$ cat config.mk
export PLATFORM = sky130hd
export DESIGN_NAME = spi_flash_boot_reader
export DESIGN_NICKNAME = d
export VERILOG_FILES = /design/src/spi_boot_pkg.sv /design/src/boot_fifo.sv /design/src/spi_flash_boot_reader.sv
export VERILOG_INCLUDE_DIRS = /design/src
export SDC_FILE = /design/constraint.sdc
export NUM_CORES = 1
export LEC_CHECK = 0
export ABC_AREA = 1
export BUFFER_PORTS_ARGS = -buffer_cell sky130_fd_sc_hd__buf_4
export CORE_MARGIN = 2
export CORE_UTILIZATION = 29
export CTS_BUF_LIST = sky130_fd_sc_hd__clkbuf_2 sky130_fd_sc_hd__clkbuf_4 sky130_fd_sc_hd__clkbuf_8
export CTS_CLUSTER_SIZE = 30
export DETAILED_ROUTE_END_ITERATION = 6
export HOLD_SLACK_MARGIN = 0.05
export MAX_ROUTING_LAYER = met4
export PLACE_DENSITY_LB_ADDON = 0.12
export SETUP_SLACK_MARGIN = 0.05
export SYNTH_ARGS = -nofsm -noshare
export SYNTH_HDL_FRONTEND = slang
export SYNTH_HIERARCHICAL = 1
export SYNTH_SLANG_ARGS = --single-unit
export TNS_END_PERCENT = 1
$ cat constraint.sdc
create_clock -name clk -period 3.4 [get_ports clk]
set_clock_uncertainty 0.1 [all_clocks]
set_input_delay 0.68 -clock clk [delete_from_list [all_inputs] [get_ports clk]]
set_output_delay 0.68 -clock clk [all_outputs]
set_load 0.01 [all_outputs]
$ cat src/spi_boot_map.svh
// Purpose: offsets, pin positions, waveform codes and timing counts for the flash boot reader
// Assumes: 125 MHz node clock, 18-bit words
// Notes: definitions only
`ifndef SPI_BOOT_MAP_SVH
`define SPI_BOOT_MAP_SVH
`define SPI_DIN_BIT 17
`define SPI_DOUT_BIT 3
`define SPI_CLK_BIT 1
`define SPI_SEL_BIT 5
`define SPI_PIN_COUNT 18
`define SPI_WORD_W 18
`define SPI_CMD_W 32
`define SPI_READ_OPCODE 8'h03
`define SPI_COLD_ADDR 24'h000000
`define SPI_WAVE_LOW 3'b000
`define SPI_WAVE_CLK 3'b001
`define SPI_WAVE_SEL 3'b100
`define SPI_WAVE_SELCLK 3'b101
`define SPI_UNIT_PS 6500
`define SPI_CLK_PS 8000
`define SPI_UNIT_CYC ((`SPI_UNIT_PS + `SPI_CLK_PS - 1) / `SPI_CLK_PS)
`define SPI_MIN_HALF 3
`define SPI_FIFO_DEPTH 16
`define SPI_HDR_DEST 2'd0
`define SPI_HDR_COUNT 2'd1
`define SPI_HDR_EXEC 2'd2
`define SPI_HDR_DATA 2'd3
`endif

$ cat src/spi_boot_pkg.sv
// Purpose: types shared by the flash boot reader
// Assumes: nothing beyond the map header
// Notes: one-hot state codes
package spi_boot_pkg;
	typedef enum logic [6:0] {
		S_IDLE = 7'h01,
		S_SELHI = 7'h02,
		S_CMD = 7'h04,
		S_READ = 7'h08,
		S_WORD = 7'h10,
		S_EXEC = 7'h20,
		S_END = 7'h40
	} boot_state_t;
	typedef logic [2:0] wave_t;
endpackage : spi_boot_pkg

$ cat src/boot_fifo.sv
// Purpose: word buffer between the serial reader and the memory write port
// Assumes: single clock, synchronous reset
// Notes: depth must be a power of two
`timescale 1ns/1ns
module boot_fifo #(
	parameter int WIDTH = 36,
	parameter int DEPTH = 16
) (
	input wire logic clk,
	input wire logic rst,
	input wire logic inValid,
	output logic inReady,
	input wire logic [WIDTH-1:0] inData,
	output logic outValid,
	input wire logic outReady,
	output logic [WIDTH-1:0] outData
);
	localparam int PW = $clog2(DEPTH);
	// pointer wrap relies on a power-of-two depth
	if (DEPTH < 2 || (DEPTH & (DEPTH - 1)) != 0 || WIDTH < 1) begin : g_bad_size
		$error("boot_fifo: depth must be a power of two, at least 2");
	end
	logic [WIDTH-1:0] mem [DEPTH];
	logic [PW-1:0] wrPtr_q;
	logic [PW-1:0] rdPtr_q;
	logic [PW:0] count_q;
	wire doPush = inValid && inReady;
	wire doPop = outValid && outReady;
	assign inReady = (count_q != (PW+1)'(DEPTH));
	assign outValid = (count_q != '0);
	assign outData = mem[rdPtr_q];
	////////////////////////////////////////////////////////////////
	always_ff @(posedge clk) begin
		if (doPush) begin
			mem[wrPtr_q] <= inData;
		end
	end
	always_ff @(posedge clk) begin
		if (rst) begin
			wrPtr_q <= '0;
			rdPtr_q <= '0;
			count_q <= '0;
		end else begin
			if (doPush)
				wrPtr_q <= wrPtr_q + 1'b1;
			if (doPop)
				rdPtr_q <= rdPtr_q + 1'b1;
			if (doPush && !doPop)
				count_q <= count_q + 1'b1;
			else if (doPop && !doPush)
				count_q <= count_q - 1'b1;
		end
	end
endmodule : boot_fifo

$ cat src/spi_flash_boot_reader.sv
// Purpose: serial flash master that streams boot sub-streams into node memory
// Assumes: mode-0 flash, one read command per boot, memory write port with ready
// Notes: pins idle undriven (pulled low) until the first boot request
`timescale 1ns/1ns
`include "spi_boot_map.svh"
module spi_flash_boot_reader #(
	parameter int DELAY_W = 16,
	parameter int ADDR_W = 18,
	parameter int FIFO_DEPTH = `SPI_FIFO_DEPTH
) (
	input wire logic clk,
	input wire logic rst,
	input wire logic bootStart,
	input wire logic coldStart,
	input wire logic [17:0] cmdItem1,
	input wire logic [17:0] cmdItem2,
	input wire logic [DELAY_W-1:0] halfBitDelay,
	input wire logic [17:0] ioIn,
	output logic [17:0] ioOut,
	output logic [17:0] ioOeN,
	output logic memWrValid,
	input wire logic memWrReady,
	output logic [ADDR_W-1:0] memWrAddr,
	output logic [17:0] memWrData,
	output logic execValid,
	output logic [ADDR_W-1:0] execAddr,
	input wire logic resumeStream,
	input wire logic stopStream,
	output logic busy,
	output spi_boot_pkg::wave_t pinWave
);
	import spi_boot_pkg::*;

	localparam int WW = `SPI_WORD_W;
	localparam int CW = `SPI_CMD_W;
	localparam int HW = DELAY_W + 8;
	localparam int FW = ADDR_W + WW;

	// a header word must carry the whole address; the divider must hold the scaled delay
	if (ADDR_W < 1 || ADDR_W > WW) begin : g_bad_addr
		$error("spi_flash_boot_reader: ADDR_W must be 1..18");
	end
	if (DELAY_W < 2 || DELAY_W > 24) begin : g_bad_delay
		$error("spi_flash_boot_reader: DELAY_W must be 2..24");
	end
	// the buffer itself refuses a depth that is not a power of two
	if (FIFO_DEPTH < 2) begin : g_bad_depth
		$error("spi_flash_boot_reader: FIFO_DEPTH must be at least 2");
	end

	////////////////////////////////////////////////////////////////
	// which pin of the port carries which waveform trace
	function automatic logic isDriven(input int idx);
		return idx == `SPI_SEL_BIT || idx == `SPI_DOUT_BIT || idx == `SPI_CLK_BIT;
	endfunction : isDriven

	function automatic logic traceOf(input int idx, input wave_t w);
		logic r;
		r = 1'b0;
		if (idx == `SPI_SEL_BIT)
			r = w[2];
		else if (idx == `SPI_DOUT_BIT)
			r = w[1];
		else if (idx == `SPI_CLK_BIT)
			r = w[0];
		return r;
	endfunction : traceOf

	////////////////////////////////////////////////////////////////
	// state
	boot_state_t state_q;
	boot_state_t state_d;
	wave_t wave_q;
	wave_t wave_d;
	logic drive_q;
	logic drive_d;
	logic phase_q;
	logic phase_d;
	logic [CW-1:0] acc_q;
	logic [CW-1:0] acc_d;
	logic [5:0] bitCnt_q;
	logic [5:0] bitCnt_d;
	logic [1:0] hdrIdx_q;
	logic [1:0] hdrIdx_d;
	logic [ADDR_W-1:0] dest_q;
	logic [ADDR_W-1:0] dest_d;
	logic [WW-1:0] remain_q;
	logic [WW-1:0] remain_d;
	logic [ADDR_W-1:0] exec_q;
	logic [ADDR_W-1:0] exec_d;
	logic execValid_q;
	logic execValid_d;
	logic [HW-1:0] halfCnt_q;
	logic dinMeta_q;
	logic dinSync_q;
	logic fifoPush;
	logic fifoReady;
	logic fifoOutValid;
	logic [FW-1:0] fifoOutData;

	////////////////////////////////////////////////////////////////
	// half-bit divider: one-cycle step enable
	wire [HW-1:0] halfScaled = HW'(halfBitDelay) * HW'(`SPI_UNIT_CYC);
	wire [HW-1:0] halfMin = HW'(`SPI_MIN_HALF);
	// floor keeps the two-flop sampling inside one high phase
	wire [HW-1:0] halfLen = (halfScaled < halfMin) ? halfMin : halfScaled;
	wire running = (state_q != S_IDLE);
	wire stepEn = running && (halfCnt_q == '0);

	always_ff @(posedge clk) begin
		if (rst || !running || halfCnt_q == '0)
			halfCnt_q <= halfLen - 1'b1;
		else
			halfCnt_q <= halfCnt_q - 1'b1;
	end

	////////////////////////////////////////////////////////////////
	// data-in synchroniser
	// first flop may go metastable, so only the second one is read
	always_ff @(posedge clk) begin
		if (rst) begin
			dinMeta_q <= 1'b0;
			dinSync_q <= 1'b0;
		end else begin
			dinMeta_q <= ioIn[`SPI_DIN_BIT];
			dinSync_q <= dinMeta_q;
		end
	end

	////////////////////////////////////////////////////////////////
	// decode
	wire [CW-1:0] coldCmd = {`SPI_READ_OPCODE, `SPI_COLD_ADDR};
	wire [CW-1:0] givenCmd = {cmdItem1[17:2], cmdItem2[17:2]};
	wire [CW-1:0] cmdLoad = coldStart ? coldCmd : givenCmd;
	wire outBit = acc_q[CW-1];
	wire [CW-1:0] accShifted = {acc_q[CW-2:0], 1'b0};
	wire [CW-1:0] accSampled = {acc_q[CW-2:0], dinSync_q};
	wire [WW-1:0] wordIn = acc_q[WW-1:0];
	wire lastCmdBit = (bitCnt_q == 6'(CW - 1));
	wire lastWordBit = (bitCnt_q == 6'(WW - 1));
	wire lastData = (remain_q == WW'(1));
	wire [FW-1:0] fifoInData = {dest_q, wordIn};

	////////////////////////////////////////////////////////////////
	// sequencer
	always_comb begin
		state_d = state_q;
		wave_d = wave_q;
		drive_d = drive_q;
		phase_d = phase_q;
		acc_d = acc_q;
		bitCnt_d = bitCnt_q;
		hdrIdx_d = hdrIdx_q;
		dest_d = dest_q;
		remain_d = remain_q;
		exec_d = exec_q;
		execValid_d = 1'b0;
		fifoPush = 1'b0;
		unique case (state_q)
			S_IDLE: begin
				if (bootStart) begin
					drive_d = 1'b1;
					wave_d = `SPI_WAVE_SEL;
					acc_d = cmdLoad;
					bitCnt_d = '0;
					state_d = S_SELHI;
				end
			end
			S_SELHI: begin
				if (stepEn) begin
					// select drops with the first command bit already set up
					wave_d = {1'b0, outBit, 1'b0};
					phase_d = 1'b0;
					state_d = S_CMD;
				end
			end
			S_CMD: begin
				if (stepEn) begin
					if (!phase_q) begin
						wave_d = {1'b0, outBit, 1'b1};
						phase_d = 1'b1;
					end else if (lastCmdBit) begin
						wave_d = `SPI_WAVE_LOW;
						acc_d = accShifted;
						phase_d = 1'b0;
						bitCnt_d = '0;
						hdrIdx_d = `SPI_HDR_DEST;
						state_d = S_READ;
					end else begin
						acc_d = accShifted;
						bitCnt_d = bitCnt_q + 1'b1;
						wave_d = {1'b0, acc_q[CW-2], 1'b0};
						phase_d = 1'b0;
					end
				end
			end
			S_READ: begin
				if (stepEn) begin
					if (!phase_q) begin
						wave_d = `SPI_WAVE_CLK;
						phase_d = 1'b1;
					end else begin
						wave_d = `SPI_WAVE_LOW;
						acc_d = accSampled;
						phase_d = 1'b0;
						if (lastWordBit) begin
							bitCnt_d = '0;
							state_d = S_WORD;
						end else begin
							bitCnt_d = bitCnt_q + 1'b1;
						end
					end
				end
			end
			S_WORD: begin
				// clock parked low here; the flash waits for the next edge
				unique case (hdrIdx_q)
					`SPI_HDR_DEST: begin
						dest_d = wordIn[ADDR_W-1:0];
						hdrIdx_d = `SPI_HDR_COUNT;
						state_d = S_READ;
					end
					`SPI_HDR_COUNT: begin
						remain_d = wordIn;
						hdrIdx_d = `SPI_HDR_EXEC;
						state_d = S_READ;
					end
					`SPI_HDR_EXEC: begin
						exec_d = wordIn[ADDR_W-1:0];
						if (remain_q == '0) begin
							state_d = S_EXEC;
						end else begin
							hdrIdx_d = `SPI_HDR_DATA;
							state_d = S_READ;
						end
					end
					`SPI_HDR_DATA: begin
						if (fifoReady) begin
							fifoPush = 1'b1;
							dest_d = dest_q + 1'b1;
							remain_d = remain_q - 1'b1;
							state_d = lastData ? S_EXEC : S_READ;
						end
					end
				endcase
			end
			S_EXEC: begin
				// branch only once every copied word has reached memory
				execValid_d = !fifoOutValid;
				if (execValid_q && stopStream) begin
					execValid_d = 1'b0;
					state_d = S_END;
				end else if (execValid_q && resumeStream) begin
					execValid_d = 1'b0;
					hdrIdx_d = `SPI_HDR_DEST;
					phase_d = 1'b0;
					bitCnt_d = '0;
					state_d = S_READ;
				end
			end
			S_END: begin
				if (stepEn) begin
					wave_d = `SPI_WAVE_SEL;
					state_d = S_IDLE;
				end
			end
		endcase
	end

	////////////////////////////////////////////////////////////////
	// registers
	always_ff @(posedge clk) begin
		if (rst) begin
			state_q <= S_IDLE;
			wave_q <= `SPI_WAVE_LOW;
			drive_q <= 1'b0;
			phase_q <= 1'b0;
			execValid_q <= 1'b0;
		end else begin
			state_q <= state_d;
			wave_q <= wave_d;
			drive_q <= drive_d;
			phase_q <= phase_d;
			execValid_q <= execValid_d;
		end
	end

	always_ff @(posedge clk) begin
		if (rst) begin
			acc_q <= '0;
			bitCnt_q <= '0;
			hdrIdx_q <= `SPI_HDR_DEST;
			dest_q <= '0;
			remain_q <= '0;
			exec_q <= '0;
		end else begin
			acc_q <= acc_d;
			bitCnt_q <= bitCnt_d;
			hdrIdx_q <= hdrIdx_d;
			dest_q <= dest_d;
			remain_q <= remain_d;
			exec_q <= exec_d;
		end
	end

	////////////////////////////////////////////////////////////////
	// pins: enable is low while driving; undriven pins sit on the pull-down
	for (genvar i = 0; i < `SPI_PIN_COUNT; i++) begin : g_pin
		if (isDriven(i)) begin : g_drv
			assign ioOut[i] = drive_q ? traceOf(i, wave_q) : 1'b0;
			assign ioOeN[i] = !drive_q;
		end else begin : g_off
			assign ioOut[i] = 1'b0;
			assign ioOeN[i] = 1'b1;
		end
	end

	assign pinWave = wave_q;
	assign busy = running;
	assign execValid = execValid_q;
	assign execAddr = exec_q;

	////////////////////////////////////////////////////////////////
	// copy buffer: a stalled memory port stops the serial clock
	boot_fifo #(
		.WIDTH(FW),
		.DEPTH(FIFO_DEPTH)
	) u_fifo (
		.clk(clk),
		.rst(rst),
		.inValid(fifoPush),
		.inReady(fifoReady),
		.inData(fifoInData),
		.outValid(fifoOutValid),
		.outReady(memWrReady),
		.outData(fifoOutData)
	);

	assign memWrValid = fifoOutValid;
	assign memWrAddr = fifoOutData[FW-1:WW];
	assign memWrData = fifoOutData[WW-1:0];
endmodule : spi_flash_boot_reader

==> run metrics <==
status complete, no violations; Synth Register Bits about 730; synth unique cells 47; Mapped Cells 3733; total global-route track usage 0.1762; final hold vios 0; Mapped Area 33630 µm²; number of global-route vias before repair 24260; global-route wire length before repair 151800 µm; Max Buffers Root-to-Sink 3; CP Max Fanout 81; xor/xnor share of the synthesized area 0.007553; WP data arrival 2.42 ns; total core area 114700 µm²; fin nets 4050; minimum clock period 3.201 ns; Yosys warnings 6; Starting Density 0.2933; period utilization 0.9416; Int Pwr 0.01729 W; top_reg_cell synth edfxtp_1; syn_area_per_cell 9.008 µm²; slew margin rel. 0.2883; DR iter-0 viols 1538; dpl hpwl 57700 µm; placed insts 5297; Vias/cell about 4.5; RSZ-0062 raised after global routing yes; pin count of the biggest net entering global routing 92; clk slew on worst S/H paths 0.05 ns; total CTS buffers 139; Async SR Flop Fraction 0; H-tree Lvls 4; mux cell area share after synthesis 0.0002977; most frequent cells in the layout nand2_1 (1080), edfxtp_1 (576), inv_1 (559); DRT Wirelength 101600 µm; Final Non-Filler Cells 5569; crit path kind reg2out; Max-cap violations 0; Switch Pwr between 0.008 and 0.009 W; CTS tree done; Leak 17.30 nW; post-synthesis simple-gate area fraction 0.2458; Synth Area in Adders 0.008409; Worst-Margin Slew 1.066 ns; Die Y approximately 340 µm; Root Driver clkbuf_8; antenna viol nets, final 0; RePlAce Congestion 0.7718; port bufs 121; worst hold slack 0.1301 ns; switch share 0.3349; post-synthesis sequential area ratio 0.6037; type of the most critical hold path in2reg; IO Count between 150 and 200; worst vdd ir 0.0003281 V; Remaining DRCs 0; routed length per instance about 18 µm; die width 344.5 µm; clock latency at the later pin of the worst-skew pair 0.79 ns; fmax 312.4 MHz; commonest non-fill, non-tap cell in the layout nand2_1; CTS sink cnt between 700 and 800; Min-Delay Path Depth 3; fraction of layout instances using a drive strength above 1 0.1345; startpoint class of the critical path flop; row count 124; initial antenna violation count 4; compound-gate portion of the synthesized area 0.03680; Reg power frac 0.426; Clk pwr share 0.330; drt first pass iters 5; Pwr Density 652.4 nW/µm²; pins over their slew limit 0; Crit path required time about 2.6 ns; GRT overflow 0; Area Growth Syn to Fin 18.49%; setup violators final 0; EDFF count, synth ~580; Gate power share 0.244; vias 24940; CP Capture Type primary output; die area approximately 120000 µm²; Worst Reg-to-Reg Cells 10; main combinational cell family by area after synthesis simple AND/OR/NAND/NOR gates
metrics by stage:
step / utilization / setup TNS, ns / total power [W] / worst slack [ns] / area, µm²
floorplan: - / -40.28 / 0.01503 / -0.06994 / 33730
global placement: 0.3198 / 0 / 0.01746 / 0.4004 / 36660
CTS: 0.3459 / 0 / 0.02636 / 0.02716 / 39660
global route: 0.3474 / 0 / 0.02758 / 0.006800 / 39830
detailed placement: 0.3198 / 0 / 0.01747 / 0.4312 / 36660
finish: 0.3475 / 0 / 0.02599 / 0.1987 / 39840
final cells by class:
type	count	area, µm²
Antenna cell	4	10.01
Clock buffer	200	2421
Clock inverter	43	299.0
Fill cell	11730	74810
Inverter	576	2197
Multi-Input combinational cell	2266	10300
Sequential cell	726	20310
Tap cell	1512	1892
Timing Repair Buffer	240	2389
Timing Repair inverter	2	20.02
final timing paths:
| check | endpoint | slack (ns) | startpoint |
|---|---|---|---|
| setup reg to reg | u_fifo/mem[14][1]$_DFFE_PP_ | 0.46 | state_q[2]$_SDFFE_PP0P_ |
| hold reg to reg | dinSync_q$_SDFF_PP0_ | 0.31 | dinMeta_q$_SDFF_PP0_ |
| hold / removal | halfCnt_q[3]$_DFF_P_ | 0.13 | halfBitDelay[3] |
| setup / recovery | memWrData[10] | 0.20 | flop |
repair_timing:
item,CTS,global route
endpoints found under the setup margin,35,30
hold buffers,11,0
hold endpoints to repair,12,0
setup buffers,3,4
resized for setup,9,11
gates cloned,3,4
Yosys cell counts, types with 19 or more instances:
cell	instances	area, µm²
dfxtp_1	150	3003
nand2_1	1086	4076
buf_4	59	442.9
a21oi_1	58	290.3
a31oi_1	23	143.9
inv_1	560	2102
edfxtp_1	576	17300
buf_1	29	108.9
buf_2	61	305.3
nor2_1	268	1006
o21ai_0	136	680.7
ha_1	21	262.8
clkbuf_1	33	123.9
nor2_2	22	137.6
xor2_1	19	166.4
nand3_1	509	2547
power groups by stage:
| stage | logic [W] | registers, W | clock network [W] |
|---|---|---|---|
| after CTS | 0.00638 | 0.0111 | 0.00889 |
| after global placement | 0.00617 | 0.0113 | 0 |
| after floorplan | 0.00385 | 0.0112 | 0 |
| final | 0.00634 | 0.0111 | 0.00857 |
| after global routing | 0.00716 | 0.0112 | 0.00927 |
| after detailed placement | 0.00618 | 0.0113 | 0 |
sequential cells by signal, summed over array words and instances, names as in the netlist, 5 cells and up, named ones only:
signal and count:
remain_q 18, u_fifo/mem 576, dest_q 18, state_q 7
u_fifo/count_q 5, execAddr 18, acc_q 32, bitCnt_q 6
halfCnt_q 24
worst max-delay path, stage by stage (launching register included):
cell and delay (ns):
dfxtp_4 0.44, buf_16 0.38, nand3_1 0.13, nand3_1 0.13
nand3_1 0.08, nand2_1 0.20, buf_4 0.16
metal layers:
layer | up-vias | wire [µm] | global-route usage
met5 | - | 0 | -
li1 | 12440 | - | -
met3 | 170 | 4198 | 0.02998
met2 | 475 | 48100 | 0.2847
met1 | 11860 | 46780 | 0.2244
met4 | 0 | 2542 | 0.05679
logic make-up after synthesis:
family          count (synthesis)
compound gates                232
xor+xnor                       29
fa+ha+maj                      22
buf+inv                       769
flops                         726
mux                             1
other cells                     2
simple gates                 1952
Note: power is estimated with default switching activity, not from simulation.
